===== src/verilog/lin_xcvr_consts.svh =====
// Constants for the single-wire bus transceiver mode control.
// Assumes inclusion by bare name from the package and the design modules.
`ifndef LIN_XCVR_CONSTS_SVH
`define LIN_XCVR_CONSTS_SVH

// Transceiver mode codes as written and read back
`define LIN_MODE_OFF    2'h0
`define LIN_MODE_WAKE   2'h1
`define LIN_MODE_RXONLY 2'h2
`define LIN_MODE_NORMAL 2'h3

// Clock rate and timing
`define LIN_CLK_MHZ     125
`define LIN_WAKE_FILT_US 30
`define LIN_TXD_TO_US   20000

// Reset values
`define LIN_SEL_RST     1'b1
`define LIN_BUS_RST     1'b1

`endif


===== src/verilog/lin_xcvr_pkg.sv =====
// Types for the transceiver mode control.
// Assumes the constants header sits beside it.
`include "lin_xcvr_consts.svh"

package lin_xcvr_pkg;

  // Overall operating mode of the chip
  typedef enum logic [2:0] {
    DEV_NORMAL    = 3'h0,
    DEV_STOP      = 3'h1,
    DEV_SLEEP     = 3'h2,
    DEV_RESTART   = 3'h3,
    DEV_FAIL_SAFE = 3'h4
  } dev_mode_e;

  // Transceiver states, one-hot
  typedef enum logic [5:0] {
    ST_OFF     = 6'h01,
    ST_NORMAL  = 6'h02,
    ST_RXONLY  = 6'h04,
    ST_WK_IDLE = 6'h08,
    ST_WK_DOM  = 6'h10,
    ST_WOKEN   = 6'h20
  } lin_state_e;

  typedef logic [1:0] mode_code_t;

endpackage


===== src/verilog/timer_if.sv =====
// Handshake between the mode control and a dominant-time timer.
// Assumes both ends share the same clock.
`timescale 1ns/1ps
`default_nettype none

interface timer_if;
  logic run;
  logic expired;
  modport timer (input run, output expired);
  modport user  (output run, input expired);
endinterface

`default_nettype wire


===== src/verilog/lin_mode_ctrl.sv =====
// Mode control and data path of a single-wire bus transceiver.
// Assumes a serial front end that delivers mode writes and select level.
`timescale 1ns/1ps
`default_nettype none
`include "lin_xcvr_consts.svh"

// Operation
// Start in off mode after power-up; off selectable in every device mode.
// Off mode request accepted whatever the chip operating mode.
// Off mode ignores bus wake activity and reports no wake.
// Software writes mode bits; device applies the written mode.
// Normal mode may be entered by command only in chip Normal mode.
// Normal mode keeps working in chip Normal and Stop modes.
// Normal mode drives bus from transmit input, low dominant.
// Receive output continuously shows the received bus level.
// Receive-only mode disables driver, keeps reception; Normal and Stop only.
// Wake on falling edge, long dominant, rising edge; then hold receive low.
// After wake mode reads 01; rearm by other mode or Stop/Sleep/Fail-Safe.
// Stuck dominant transmit input blocks driver, sets failure flag until released; code holds the flag until lin_fail_clr.
// Off mode keeps receive output high and driver disabled.
// Mode write applies when select returns high; disallowed requests ignored.
module lin_mode_ctrl
  import lin_xcvr_pkg::*;
#(
  parameter int WAKE_CYC = `LIN_WAKE_FILT_US * `LIN_CLK_MHZ,
  parameter int TXD_CYC  = `LIN_TXD_TO_US * `LIN_CLK_MHZ
) (
  // Clock, reset, enable
  input  wire logic      clock,
  input  wire logic      sys_rst,
  input  wire logic      clk_en,
  // Chip operating mode
  input  wire dev_mode_e dev_mode,
  // Serial control
  input  wire logic      mode_wr_strobe,
  input  wire logic [1:0] mode_wr_data,
  input  wire logic      serial_select_n,
  output logic     [1:0] mode_bits_out,
  // Microcontroller data
  input  wire logic      lin_tx_data_in,
  output logic           lin_rx_data_out,
  // Bus pin
  input  wire logic      lin_bus_in,
  output logic           lin_bus_out,
  output logic           lin_bus_oe_n,
  // Status
  output logic           wake_event,
  output logic           lin_fail_flag,
  input  wire logic      lin_fail_clr
);

  // =========================================
  // Elaboration check
  if (WAKE_CYC < 1 || TXD_CYC < 1) begin : g_bad
    $error("lin_mode_ctrl timing counts must be at least one");
  end

  lin_state_e state_reg, state_next;
  mode_code_t pend_code_reg;
  logic       pend_valid_reg;
  logic       sel_prev_reg;
  logic       bus_prev_reg;
  dev_mode_e  dev_prev_reg;
  logic       rx_reg, oe_n_reg, wake_reg, fail_reg;

  timer_if wake_tmr ();
  timer_if txd_tmr ();

  // =========================================
  // Timers for wake filter and transmit time-out
  dom_timer #(.COUNT(WAKE_CYC)) u_wake_tmr (
    .clock   (clock),
    .sys_rst (sys_rst),
    .clk_en  (clk_en),
    .tmr     (wake_tmr.timer)
  );

  dom_timer #(.COUNT(TXD_CYC)) u_txd_tmr (
    .clock   (clock),
    .sys_rst (sys_rst),
    .clk_en  (clk_en),
    .tmr     (txd_tmr.timer)
  );

  assign wake_tmr.run = (state_reg == ST_WK_DOM) && !lin_bus_in;
  assign txd_tmr.run  = (state_reg == ST_NORMAL) && !lin_tx_data_in;

  // =========================================
  // Request decode
  wire        cs_rise   = !sel_prev_reg && serial_select_n;
  wire        req_live  = mode_wr_strobe || pend_valid_reg;
  wire [1:0]  req_code  = mode_wr_strobe ? mode_wr_data : pend_code_reg;
  wire        apply     = cs_rise && req_live;
  wire        dev_nrm   = (dev_mode == DEV_NORMAL);
  wire        dev_stp   = (dev_mode == DEV_STOP);
  wire        dev_run   = dev_nrm || dev_stp;
  wire        dev_chg   = (dev_mode != dev_prev_reg);
  wire        enter_fs  = dev_chg && (dev_mode == DEV_FAIL_SAFE);
  wire        enter_rearm = dev_chg && (dev_stp || dev_mode == DEV_SLEEP
                                        || dev_mode == DEV_FAIL_SAFE);
  wire        in_wake   = (state_reg == ST_WK_IDLE) || (state_reg == ST_WK_DOM)
                          || (state_reg == ST_WOKEN);
  wire        req_off   = (req_code == `LIN_MODE_OFF);
  wire        req_wake  = (req_code == `LIN_MODE_WAKE);
  wire        req_rx    = (req_code == `LIN_MODE_RXONLY);
  wire        req_nrm   = (req_code == `LIN_MODE_NORMAL);
  wire        req_ok    = req_off
                          || (req_wake && dev_mode != DEV_FAIL_SAFE)
                          || (req_rx && dev_run)
                          || (req_nrm && dev_nrm);
  wire        req_take  = apply && req_ok && !(req_wake && in_wake);
  wire        tx_block  = txd_tmr.expired;

  // =========================================
  // Next transceiver state
  always_comb begin
    state_next = state_reg;
    case (state_reg)
      ST_WK_IDLE: begin
        if (bus_prev_reg && !lin_bus_in) state_next = ST_WK_DOM;
      end
      ST_WK_DOM: begin
        if (lin_bus_in) state_next = wake_tmr.expired ? ST_WOKEN : ST_WK_IDLE;
      end
      ST_NORMAL, ST_RXONLY: begin
        if (!dev_run) state_next = ST_WK_IDLE;
      end
      ST_OFF, ST_WOKEN: begin
        state_next = state_reg;
      end
      default: begin
        state_next = ST_OFF;
      end
    endcase
    if (req_take) begin
      if (req_off) state_next = ST_OFF;
      else if (req_wake) state_next = ST_WK_IDLE;
      else if (req_rx) state_next = ST_RXONLY;
      else state_next = ST_NORMAL;
    end
    if (enter_fs) state_next = ST_WK_IDLE;
    else if (enter_rearm && state_reg == ST_WOKEN) state_next = ST_WK_IDLE;
  end

  // =========================================
  // Mode bits readback
  assign mode_bits_out = (state_reg == ST_NORMAL) ? `LIN_MODE_NORMAL :
                         (state_reg == ST_RXONLY) ? `LIN_MODE_RXONLY :
                         in_wake                  ? `LIN_MODE_WAKE   :
                                                    `LIN_MODE_OFF;

  // =========================================
  // Pin side next values
  wire rx_next   = (state_reg == ST_OFF)   ? 1'b1 :
                   (state_reg == ST_WOKEN) ? 1'b0 :
                                             lin_bus_in;
  wire oe_n_next = !((state_reg == ST_NORMAL) && !lin_tx_data_in && !tx_block);
  wire wake_next = (state_next == ST_WOKEN) && (state_reg != ST_WOKEN);
  wire fail_next = (tx_block && (state_reg == ST_NORMAL))
                   || (fail_reg && !lin_fail_clr);

  // =========================================
  // State and request registers
  always_ff @(posedge clock) begin
    if (sys_rst) begin
      state_reg      <= ST_OFF;
      pend_valid_reg <= 1'b0;
      pend_code_reg  <= `LIN_MODE_OFF;
      sel_prev_reg   <= `LIN_SEL_RST;
      bus_prev_reg   <= `LIN_BUS_RST;
      dev_prev_reg   <= DEV_NORMAL;
    end else if (clk_en) begin
      state_reg      <= state_next;
      pend_valid_reg <= req_live && !cs_rise;
      pend_code_reg  <= req_code;
      sel_prev_reg   <= serial_select_n;
      bus_prev_reg   <= lin_bus_in;
      dev_prev_reg   <= dev_mode;
    end
  end

  // =========================================
  // Output registers
  always_ff @(posedge clock) begin
    if (sys_rst) begin
      rx_reg   <= 1'b1;
      oe_n_reg <= 1'b1;
      wake_reg <= 1'b0;
      fail_reg <= 1'b0;
    end else if (clk_en) begin
      rx_reg   <= rx_next;
      oe_n_reg <= oe_n_next;
      wake_reg <= wake_next;
      fail_reg <= fail_next;
    end
  end

  assign lin_rx_data_out = rx_reg;
  assign lin_bus_oe_n    = oe_n_reg;
  assign lin_bus_out     = 1'b0; // Dominant level only
  assign wake_event      = wake_reg;
  assign lin_fail_flag   = fail_reg;
endmodule // lin_mode_ctrl

`default_nettype wire


===== src/verilog/dom_timer.sv =====
// Saturating counter that flags a level held for COUNT enabled cycles.
// Assumes a synchronous active-high reset and a common clock enable.
`timescale 1ns/1ps
`default_nettype none

module dom_timer #(
  parameter int COUNT = 4
) (
  // Clock and control
  input wire logic clock,
  input wire logic sys_rst,
  input wire logic clk_en,
  // Timer handshake
  timer_if.timer   tmr
);

  localparam int CW = $clog2(COUNT + 1);
  localparam logic [CW-1:0] LIMIT = CW'(COUNT);

  // =========================================
  // Elaboration check
  if (COUNT < 1) begin : g_bad
    $error("dom_timer COUNT must be at least one");
  end

  logic [CW-1:0] count_reg;

  // =========================================
  // Count while run is high, clear otherwise
  always_ff @(posedge clock) begin
    if (sys_rst) begin
      count_reg <= '0;
    end else if (clk_en) begin
      if (!tmr.run) count_reg <= '0;
      else if (count_reg != LIMIT) count_reg <= count_reg + CW'(1);
    end
  end

  assign tmr.expired = (count_reg == LIMIT);

endmodule // dom_timer

`default_nettype wire


===== config.mk =====
export PLATFORM = sky130hd
export DESIGN_NAME = lin_mode_ctrl
export DESIGN_NICKNAME = d
export VERILOG_FILES = /design/src/verilog/lin_xcvr_pkg.sv /design/src/verilog/timer_if.sv /design/src/verilog/lin_mode_ctrl.sv /design/src/verilog/dom_timer.sv
export VERILOG_INCLUDE_DIRS = /design/src /design/src/verilog
export SDC_FILE = /design/constraint.sdc
export NUM_CORES = 1
export LEC_CHECK = 0
export BUFFER_PORTS_ARGS = -buffer_cell sky130_fd_sc_hd__clkbuf_2
export CORE_UTILIZATION = 30
export CTS_CLUSTER_SIZE = 12
export DETAILED_ROUTE_END_ITERATION = 12
export PLACE_DENSITY = 0.44
export SYNTH_ARGS = -nofsm -noshare
export SYNTH_HDL_FRONTEND = slang
export SYNTH_HIERARCHICAL = 1
export SYNTH_SLANG_ARGS = --single-unit

===== constraint.sdc =====
create_clock -name clock -period 8.1 [get_ports clock]
set_clock_uncertainty 0.15 [all_clocks]
set_input_delay 0 -clock clock [delete_from_list [all_inputs] [get_ports clock]]
set_output_delay 0 -clock clock [all_outputs]
set_load 0.1 [all_outputs]

# Yosys cells after proc, flatten, opt, wreduce, memory -nomap -nowiden
# Index checks and enable logic that the tools add are counted.
# Widths: inputs -> output; s select.
# totals
register_bits	52
inputBits	13
out_inout_bits	7
elab_cells	100
# op_classes
add_sub_neg	2
eq_ne	22
n_mux	21
n_reduce_logical	43
# op_table
operator	n
$mux 22	2
$mux 6	7
$mux 12	2
$pmux 6 s4	1
$add 22x1->22 const B	1
$eq 22x22->1 const B	1
$ne 22x22->1 const B	1
$logic_and 1x1->1	19
$add 12x1->12 const B	1
$eq 12x12->1 const B	1
$eq 6x6->1 const B	2
$ne 12x12->1 const B	1
$logic_or 1x1->1	10
$logic_not 1->1	8
$mux 4	2
$eq 6x1->1 const B	1
$eq 6x2->1 const B	1
$eq 6x3->1 const B	1
$eq 6x4->1 const B	1
$eq 6x5->1 const B	1
$mux 2	3
$ne 6x6->1 const B	1
$eq 2x2->1 const B	2
$ne 2x2->1 const B	2
other kinds (12)	16

# Logic depth before layout (Yosys ltp)
# Gate-level depths: netlist (run 1).
# depth
ltp_word	13
ltp_mapped	10
ltp_nobuf	10

# Cells and area by module
# Netlist (run 1), hierarchy kept.
# modules_own_cells
mod	n_inst	cells_per_inst	area_each_um2	seq_area_each_um2
dom_timer at u_txd_tmr	1	160	1293.7	440.4
lin_mode_ctrl	1	153	1232.4	360.3
dom_timer at u_wake_tmr	1	86	704.4	240.2

# Worst setup path after synthesis (run 1)
# OpenSTA, ideal clock, no wires.
# synth_path
path_type	reg-to-reg
start	reg state_reg[3]
end	reg u_txd_tmr.count_reg[11]
setup_time_ns	0.091
arrival_ns	2.345
required_time_ns	7.859
path_slack_ns	5.514
stages_incl_launch_ff	10
n_path_buf	1
period_less_slack_ns	2.586
cell_sequence	dfxtp_1 -> buf_2 -> nor2_1 -> nand3b_1 -> or3_1 -> nor2_1 -> nand2_1 -> o21bai_1 -> o41a_1 -> a311oi_1
# synth_via
elab_chain_len	4
word_cells_on_any_way	5
cone_classes	2 x eq/ne; 1 x mux; 2 x reduce/logical
# synth_rtl
element	line_no	rtl
from (decl)	lin_mode_ctrl.sv:58	lin_state_e state_reg, state_next;
from (signal assigned)	lin_mode_ctrl.sv:173	state_reg <= state_next;
$eq 6x2->1 *	lin_mode_ctrl.sv:86	assign txd_tmr.run = (state_reg == ST_NORMAL) && !lin_tx_data_in;
$logic_and 1x1->1 *	lin_mode_ctrl.sv:86	
net txd_tmr.run	timer_if.sv:7	logic run;
$ne 2x2->1 (no source line)	--	
$reduce_and 2->1 (no source line)	--	
to (signal assigned)	dom_timer.sv:35	else if (count_reg != LIMIT) count_reg <= count_reg + CW'(1);
to (decl)	dom_timer.sv:26	logic [CW-1:0] count_reg;
# The timed path passes the listed nets; every way through them passes the cells marked *.
# A chain may end at the register's enable or synchronous reset.

# Worst setup path after layout (run 1)
# Ends and elaborated chain as after synthesis.

==> flow_summary.json, run 1 <==
{
  "ant_nets": 0,
  "gp_routability_congestion": 0.816,
  "run_status": "complete, no violations",
  "cts.reportedPaths.clkPinSlew_ns": 0.11,
  "drc": 0,
  "n_antenna_cell": 0,
  "num_vias": 3054,
  "htree_levels": 2,
  "transition_time_at_the_pin_with_the_least_slew_margin_ns": 0.933,
  "timing_worst_setup_path_type": "flip-flop to flip-flop",
  "cts_tree": "yes",
  "yosys-top-cells-area": "dfxtp_1 32%, a21oi_1 5.1%, nand2_1 4.4%, o21ai_0 4.3%, nor2_1 3.8%",
  "critical_path_buf_inv_count": 0,
  "firstDrtPassIters": 5,
  "cts_inserted_buffers": 5,
  "cp_slowest_cell": "nor2_1",
  "synth_edf_count": 0,
  "worstSkewPairLatency_ns": 0.31,
  "vias_per_cell": 5.50,
  "hold_class": "primary input to flip-flop",
  "finalNetCount": 435,
  "yosys-top-cells-count": "52 x dfxtp_1, 38 x nand2_1, 33 x a21oi_1, 33 x nor2_1, 28 x o21ai_0",
  "clock-root-buffer": "clkbuf_8",
  "postSynthRegisterBits": 52,
  "regToRegEndpoint": "u_txd_tmr/count_reg[11]",
  "floorplan.die.height_um": 106,
  "static-leakage-power_nw": 1.24,
  "grt_use_total_pct": 15.4,
  "min_period_ns": 3.68,
  "cp_data_required_time_ns": 8.18,
  "critical_path.reg2reg.startpoint": "state_reg[3]",
  "worst_path_largest_cell_delay_ns": 0.73,
  "multi_input_area_mm2": 0.00200,
  "global_route.overflow_total": 0,
  "num_rows": 37,
  "drt-initial-drc-count": 135,
  "sequential_cell_area_mm2": 0.00104,
  "synth_nets": 416,
  "grt_setup_unrepaired": "false",
  "fillers": 1133,
  "mapped_area_mm2": 0.00323,
  "vias_in_the_first_global_route": 2809,
  "timing.fmax_ghz": 0.271,
  "slew_headroom_pct": 37.6,
  "peakVddDrop_v": 0.0000631,
  "r2r_cells": 8,
  "avgRoutedWirePerCell_um": 14.9,
  "detail_route.wirelength_um": 8270,
  "cts_resized": 0,
  "cp-start-kind": "flip-flop",
  "synthDistinctLibCells": 79,
  "report.final.hold_viol_count": 0,
  "worstSetupEndpointType": "flip-flop",
  "path_max_fanout": 14,
  "area_leader_netlist": "dfxtp_1",
  "grt_antenna_before_repair": 0,
  "place.port_buffers": 18,
  "final.setup.tns_ns": 0,
  "fp.coreArea_mm2": 0.0104,
  "holdBufCountCts": 12,
  "die_area_mm2": 0.0112,
  "yosys.cell_count.top_type": "dfxtp_1",
  "worst_path_most_repeated_cell": "nor2_1",
  "regToRegSetupSlack_ns": 4.42,
  "tritoncts_num_sinks": 52,
  "worst_hold_path.num_cells": 3,
  "synthesis.area_per_instance_um2": 8.10,
  "post-cts-setup-buffer-count": 0,
  "timing.final.setup_violations": 0,
  "yosysTopAreaCellShare_pct": 32.2,
  "grt_pass1_wl_um": 14000,
  "synth_sequential_area_ratio_pct": 32.2,
  "flow.area_growth_from_synthesis_pct": 11.1,
  "worst_path_cell_trace": "nor2_1, nand3b_1, or3_1, nor2_1, nand2_1, o21bai_1, o41a_1, a311oi_1",
  "crit_arrival_ns": 3.76,
  "dp.final_hpwl_um": 5780,
  "power-per-cell-area_mw_per_mm2": 131,
  "floorplan.initialDensity_pct": 31.2,
  "drive_above_1_share_pct": 14.3,
  "layout_worst_path_cycle_share_pct": 45.5,
  "largest_register_ffs": 22,
  "worst_path_dominant_cell_family": "simple AND/OR/NAND/NOR gates",
  "synthesis.yosys.warnings": 6,
  "synthCells": 399,
  "whs_endpoint": "u_wake_tmr/count_reg[4]",
  "deepest_clock_path_buffer_count": 2,
  "maxCapViolations": 0,
  "grt_start_max_net_pins": 49,
  "async_reset_ff_share_pct": 0,
  "die_width_um": 106,
  "worst_hold_startpoint": "sys_rst",
  "design.portCount": 20,
  "synth_flop_cell": "dfxtp_1",
  "timing.final.max_slew_violations": 0,
  "total_power_w": 0.000469
}
-- layer usage --
metal | share of wire (%) | vias to the layer above | global-route usage [%]
met4 | 0.73 | 0 | 3.67
met3 | 2.7 | 4 | 2.29
li1 | - | 1539 | -
met2 | 45 | 41 | 24.6
met1 | 51 | 1470 | 21.5
met5 | 0 | - | 0
-- power breakdown --
| part | internal [W] | switching (W) | leakage [nW] |
|---|---|---|---|
| clock network | 0.0000637 | 0.0000956 | 0.0463 |
| registers | 0.000259 | 0.00000339 | 0.421 |
| logic | 0.0000177 | 0.0000302 | 0.769 |
-- layout make-up --
class	count	area share (%)
clock buffers	5	1.92
clock inverters	3	0.767
inverters	15	1.57
multi-input cells	312	55.7
flip-flops and latches	52	29.0
well taps	136	4.74
repair buffers	32	6.27
-- kinds of logic (layout without fill, tap and decap cells) --
| kind of cell | Yosys count | after routing | share of synthesized area, % |
|---|---|---|---|
| compound gates | 123 | 123 | 25.0 |
| xor+xnor | 3 | 3 | 0.813 |
| fa+ha+maj | 5 | 5 | 1.90 |
| buf+inv | 35 | 55 | 5.85 |
| flops | 52 | 52 | 32.2 |
| mux | 7 | 7 | 2.21 |
| other cells | 1 | 1 | 0.116 |
| simple gates | 173 | 173 | 31.9 |
-- through the flow --
stage / instances / area [um2] / hold slack [ns] / utilization [%] / setup WS, ns
2_1_floorplan: 399 / 3230 / -0.0485 / - / 5.51
3_3_place_gp: 535 / 3370 / 0.0831 / 32.5 / 4.53
3_5_place_dp: 535 / 3370 / 0.102 / 32.5 / 4.40
4_1_cts: 555 / 3590 / 0.0643 / 34.6 / 4.40
5_1_grt: 555 / 3590 / 0.0769 / 34.6 / 4.05
6_report: 555 / 3590 / 0.0666 / 34.6 / 4.42
-- worst max path at each step --
stage,start,end,cells past startpoint
floorplan,state_reg[3],u_txd_tmr/count_reg[11],9
global placement,state_reg[3],u_txd_tmr/count_reg[11],8
detailed placement,state_reg[3],u_txd_tmr/count_reg[11],8
CTS,state_reg[3],u_txd_tmr/count_reg[11],8
global route,state_reg[3],u_txd_tmr/count_reg[11],8
finish,state_reg[3],u_txd_tmr/count_reg[11],8
-- worst reg2reg max path, delay by kind of cell, from the launching register on --
kind | cells | cell delay [ns]
flops | 1 | 0.42
simple gates | 5 | 1.94
compound gates | 3 | 1.11
-- layout by cell type, fill, tap and decap left out, types with 11 or more instances in the layout --
| cell type | count |
|---|---|
| nor2_1 | 33 |
| dlygate4sd3_1 | 12 |
| a31oi_1 | 11 |
| nand3_1 | 19 |
| nand2_1 | 38 |
| a21oi_1 | 33 |
| o21ai_0 | 28 |
| clkbuf_2 | 18 |
| dfxtp_1 | 52 |
| inv_1 | 15 |
Power figures use the tool's default switching activity.
==> inputs of run 2 (changes only) <==
==> constraint.sdc (replaced) <==
create_clock -name clock -period 3.5 [get_ports clock]
set_clock_uncertainty 0.15 [all_clocks]
set_input_delay 0 -clock clock [delete_from_list [all_inputs] [get_ports clock]]
set_output_delay 0 -clock clock [all_outputs]
set_load 0.1 [all_outputs]
==> run 2 against run 1 <==
Sequential power increased by 130%. Worst setup slack got worse by 3.9 ns. Register-to-register slack got worse by 3.9 ns.
==> flow_summary.json, run 2 (same netlist as run 1, synthesis figures left out) <==
{
  "detail_route.wirelength_um": 8460,
  "holdBufCountCts": 12,
  "die_width_um": 106,
  "final.setup.tns_ns": 0,
  "static-leakage-power_nw": 1.25,
  "cts_tree": "yes",
  "multi_input_area_mm2": 0.00200,
  "vias_in_the_first_global_route": 2849,
  "grt_setup_unrepaired": "false",
  "tritoncts_num_sinks": 52,
  "dp.final_hpwl_um": 6020,
  "total_power_w": 0.00107,
  "power-per-cell-area_mw_per_mm2": 298,
  "layout_worst_path_cycle_share_pct": 86.2,
  "gp_routability_congestion": 0.788,
  "timing.fmax_ghz": 0.331,
  "fillers": 1144,
  "num_rows": 37,
  "final.hold.worst_slack_ns": 0.104,
  "cp-start-kind": "flip-flop",
  "worstSetupEndpointType": "flip-flop",
  "worstSkewPairLatency_ns": 0.31,
  "timing.final.max_slew_violations": 0,
  "timing_worst_setup_path_type": "flip-flop to flip-flop",
  "post-cts-setup-buffer-count": 0,
  "grt_start_max_net_pins": 29,
  "vias_per_cell": 5.46,
  "floorplan.die.height_um": 106,
  "ant_nets": 0,
  "dp.cells": 537,
  "cts_resized": 0,
  "floorplan.initialDensity_pct": 31.2,
  "fp.coreArea_mm2": 0.0104,
  "design.portCount": 20,
  "place.port_buffers": 18,
  "crit_arrival_ns": 3.07,
  "maxCapViolations": 0,
  "cts_inserted_buffers": 5,
  "flow.area_growth_from_synthesis_pct": 11.3,
  "grt_use_total_pct": 15.9,
  "cts.reportedPaths.clkPinSlew_ns": 0.11,
  "final_cell_mix": "52 x dfxtp_1, 38 x nand2_1, 33 x nor2_1, 33 x a21oi_1, 28 x o21ai_0",
  "slew_headroom_pct": 42.9,
  "largest_register_ffs": 22,
  "clock-root-buffer": "clkbuf_8",
  "peakVddDrop_v": 0.000165,
  "drive_above_1_share_pct": 14.7,
  "deepest_clock_path_buffer_count": 2,
  "cp_data_required_time_ns": 3.55,
  "sequential_cell_area_mm2": 0.00104,
  "grt_antenna_before_repair": 0,
  "report.final.hold_viol_count": 0,
  "drt-initial-drc-count": 123,
  "global_route.overflow_total": 0,
  "n_antenna_cell": 0,
  "final_common_cell": "dfxtp_1",
  "finalNetCount": 437,
  "timing.final.setup_violations": 0,
  "postLayoutCoreUtil_pct": 34.7,
  "finish.cell_count_without_fillers": 557,
  "htree_levels": 2,
  "path_max_fanout": 11,
  "num_vias": 3041,
  "firstDrtPassIters": 4,
  "grt_pass1_wl_um": 14400,
  "drc": 0,
  "die_area_mm2": 0.0112,
  "min_period_ns": 3.02,
  "hold_class": "primary input to flip-flop",
  "transition_time_at_the_pin_with_the_least_slew_margin_ns": 0.854,
  "run_status": "complete, no violations",
  "avgRoutedWirePerCell_um": 15.2
}
## run 2: cell types whose count changed in the layout (fill, tap and decap cells not counted)
cell | previous run | this run
clkinvlp_4 | 1 | 0
inv_8 | 1 | 0
buf_4 | 2 | 4
clkinv_2 | 0 | 2
## run 2: area by class of cell
class	instances	area share (%)
Multi-Input combinational cell	312	55.6
Sequential cell	52	28.9
Timing Repair Buffer	34	6.68
Clock buffer	5	1.91
Clock inverter	3	0.522
Inverter	15	1.57
Tap cell	136	4.73
## run 2: layer usage
layer	up-vias	global-route usage [%]	wire length, um
met1	1447	22.4	4260
met3	9	2.16	204
met2	40	25.5	3890
met4	0	3.87	100
li1	1545	-	-
met5	-	0	0
## run 2: power breakdown
part / switching, W / internal (W) / leakage [nW]
sequential: 0.00000791 / 0.000599 / 0.421
clock: 0.000214 / 0.000140 / 0.0479
combinational: 0.0000702 / 0.0000416 / 0.779
total: 0.000292 / 0.000780 / 1.25
## run 2: worst paths after layout
kind / from / end / slack, ns / cells past startpoint
worst max-delay path: state_reg[3] / u_txd_tmr/count_reg[11] / 0.48 / 8
worst min-delay path: clk_en / bus_prev_reg / 0.10 / 4
worst max register to register: state_reg[3] / u_txd_tmr/count_reg[11] / 0.48 / 8
worst min register to register: wake_event / wake_event / 0.32 / 2
## run 2: worst max-delay path, stage by stage (launching register included)
cell      delay [ns]
dfxtp_1         0.42
nor2_1          0.21
nand3b_1        0.18
or3_1           0.41
nor2_1          0.15
nand2_1         0.26
o21bai_1        0.42
o41a_1          0.44
a311oi_1        0.26
## run 2: per-stage QoR
step	area, um2	setup slack, ns
after floorplan	3230	0.914
after global placement	3390	0.640
after detailed placement	3390	0.572
after CTS	3600	0.526
after global routing	3600	0.235
final	3600	0.483
==> inputs of run 3 (changes only) <==
--- a/config.mk
+++ b/config.mk
@@ -7,10 +7,11 @@
 export NUM_CORES = 1
 export LEC_CHECK = 0
 export BUFFER_PORTS_ARGS = -buffer_cell sky130_fd_sc_hd__clkbuf_2
-export CORE_UTILIZATION = 30
+export CORE_UTILIZATION = 40
 export CTS_CLUSTER_SIZE = 12
 export DETAILED_ROUTE_END_ITERATION = 12
-export PLACE_DENSITY = 0.44
+export PLACE_DENSITY = 0.55
+export RECOVER_POWER = 50
 export SYNTH_ARGS = -nofsm -noshare
 export SYNTH_HDL_FRONTEND = slang
 export SYNTH_HIERARCHICAL = 1
==> run 3 against run 2 <==
Combinational power about the same. Via count is 2.3% higher. Non-clock buffer count up 2. Worst setup slack better by 0.059 ns. Wire length is 3.8% lower. Clock-buffer cell count up 2. Cell count is 5.7% lower. Critical path depth is 1 higher. Global-route usage grew 4.5 points. First-iteration DRC count fell by 26%. Die area down 25%. Register-to-register slack improved by 0.06 ns.
==> flow_summary.json, run 3 (same netlist as run 1, synthesis figures left out) <==
{
  "layout.cell_area.non_filler_mm2": 0.00359,
  "grt_use_total_pct": 20.4,
  "path_max_fanout": 11,
  "design.portCount": 20,
  "firstDrtPassIters": 4,
  "crit_path_start": "state_reg[3]",
  "peakVddDrop_v": 0.000154,
  "globalRouteMet3Util_pct": 3.07,
  "run_status": "complete, no violations",
  "critical_path.reg2reg.startpoint": "state_reg[3]",
  "postLayoutCoreUtil_pct": 46.3,
  "regToRegEndpoint": "u_txd_tmr/count_reg[11]",
  "vias_per_cell": 5.93,
  "cts_resized": 0,
  "floorplan.initialDensity_pct": 41.6,
  "transition_time_at_the_pin_with_the_least_slew_margin_ns": 1.37,
  "hold_class": "primary input to flip-flop",
  "cp-start-kind": "flip-flop",
  "detail_route.wirelength_um": 8140,
  "cts_inserted_buffers": 5,
  "crit_arrival_ns": 3.03,
  "regToRegSetupSlack_ns": 0.54,
  "dp.final_hpwl_um": 5570,
  "grt_util_met1_pct": 27.7,
  "final.setup.tns_ns": 0,
  "deepest_clock_path_buffer_count": 2,
  "largest_register_ffs": 22,
  "num_rows": 32,
  "tritoncts_num_sinks": 52,
  "cp-endpoint": "u_txd_tmr/count_reg[11]",
  "static-leakage-power_nw": 1.25,
  "power-per-cell-area_mw_per_mm2": 328,
  "slew_headroom_pct": 8.65,
  "worstSetupEndpointType": "flip-flop",
  "worstSkewPairLatency_ns": 0.31,
  "drive_above_1_share_pct": 13.0,
  "report.final.hold_viol_count": 0,
  "globalRoute.busiestLayer": "met2",
  "fp.coreArea_mm2": 0.00777,
  "cts_tree": "yes",
  "timing.final.setup_violations": 0,
  "cp_data_required_time_ns": 3.57,
  "cts.reportedPaths.clkPinSlew_ns": 0.10,
  "grt_start_max_net_pins": 44,
  "clock-root-buffer": "clkbuf_8",
  "min_period_ns": 2.96,
  "grt_pass1_wl_um": 14100,
  "die_area_mm2": 0.00844,
  "floorplan.die.height_um": 91.9,
  "global_route.overflow_total": 0,
  "ant_nets": 0,
  "post-cts-setup-buffer-count": 0,
  "flow.area_growth_from_synthesis_pct": 11.3,
  "globalRouteMet2Util_pct": 33.3,
  "gp_routability_congestion": 0.885,
  "num_vias": 3111,
  "vias_in_the_first_global_route": 2968,
  "grt_setup_unrepaired": "false",
  "r2r_cells": 9,
  "htree_levels": 2,
  "grt_antenna_before_repair": 0,
  "drc": 0,
  "layout_worst_path_cycle_share_pct": 84.5,
  "maxCapViolations": 0,
  "final_common_cell": "dfxtp_1",
  "worst_hold_path.num_cells": 3,
  "drt-initial-drc-count": 91,
  "place.port_buffers": 18,
  "die_width_um": 91.9,
  "n_antenna_cell": 0,
  "finalNetCount": 439,
  "avgRoutedWirePerCell_um": 15.5,
  "timing.fmax_ghz": 0.338,
  "final.hold.worst_slack_ns": 0.0190,
  "final_cell_mix": "52 x dfxtp_1, 38 x nand2_1, 33 x nor2_1, 33 x a21oi_1, 28 x o21ai_0",
  "total_power_w": 0.00118,
  "timing.final.max_slew_violations": 0,
  "timing_worst_setup_path_type": "flip-flop to flip-flop",
  "placed_area_mm2": 0.00335
}
[run 3: cell type report]
cell class	count	area, um2
clock buffer	7	96.3
clock inverter	1	30.0
fill	785	4170
inverter	15	56.3
multi-input combinational	312	2000
sequential	52	1040
tap	102	128
timing repair buffer	36	243
[run 3: worst min-delay path by stage]
stage / startpoint / to / slack, ns
after floorplan: lin_bus_in / state_reg[4] / -0.05
after global placement: serial_select_n / sel_prev_reg / 0.08
after detailed placement: serial_select_n / sel_prev_reg / 0.09
after CTS: mode_wr_strobe / pend_valid_reg / 0.002
after global routing: mode_wr_strobe / pend_valid_reg / 0.06
final: mode_wr_strobe / pend_valid_reg / 0.02
[run 3: metal layers]
layer,wire length (um),share of wire [%]
met1,4060,50
met2,3720,46
met3,278,3.4
met4,87,1.1
met5,0,0
[run 3: stage by stage]
step                      setup slack [ns]  instances
after floorplan                      0.914        399
after global placement               0.809        504
after detailed placement             0.740        504
after CTS                            0.710        525
after global routing                 0.316        525
final                                0.541        525
[run 3: critical path, stage by stage, from the launching register on]
cell and delay, ns:
dfxtp_1 0.42, nor2_1 0.21, nand3b_1 0.17, or3_1 0.41, nor2_1 0.16, nand2_1 0.06
clkbuf_1 0.28, o21bai_1 0.36, o41a_1 0.43, a311oi_1 0.23
[run 3: where the power goes]
part / switching, W / leakage, nW / internal, W
sequential: 0.00000808 / 0.421 / 0.000598
clock: 0.000209 / 0.0645 / 0.000253
combinational: 0.0000690 / 0.761 / 0.0000414
[run 3: timing repair]
action / CTS / global route
endpoints found under the hold margin: 16 / 0
endpoints found under the setup margin: 0 / 0
hold buffers: 13 / 0
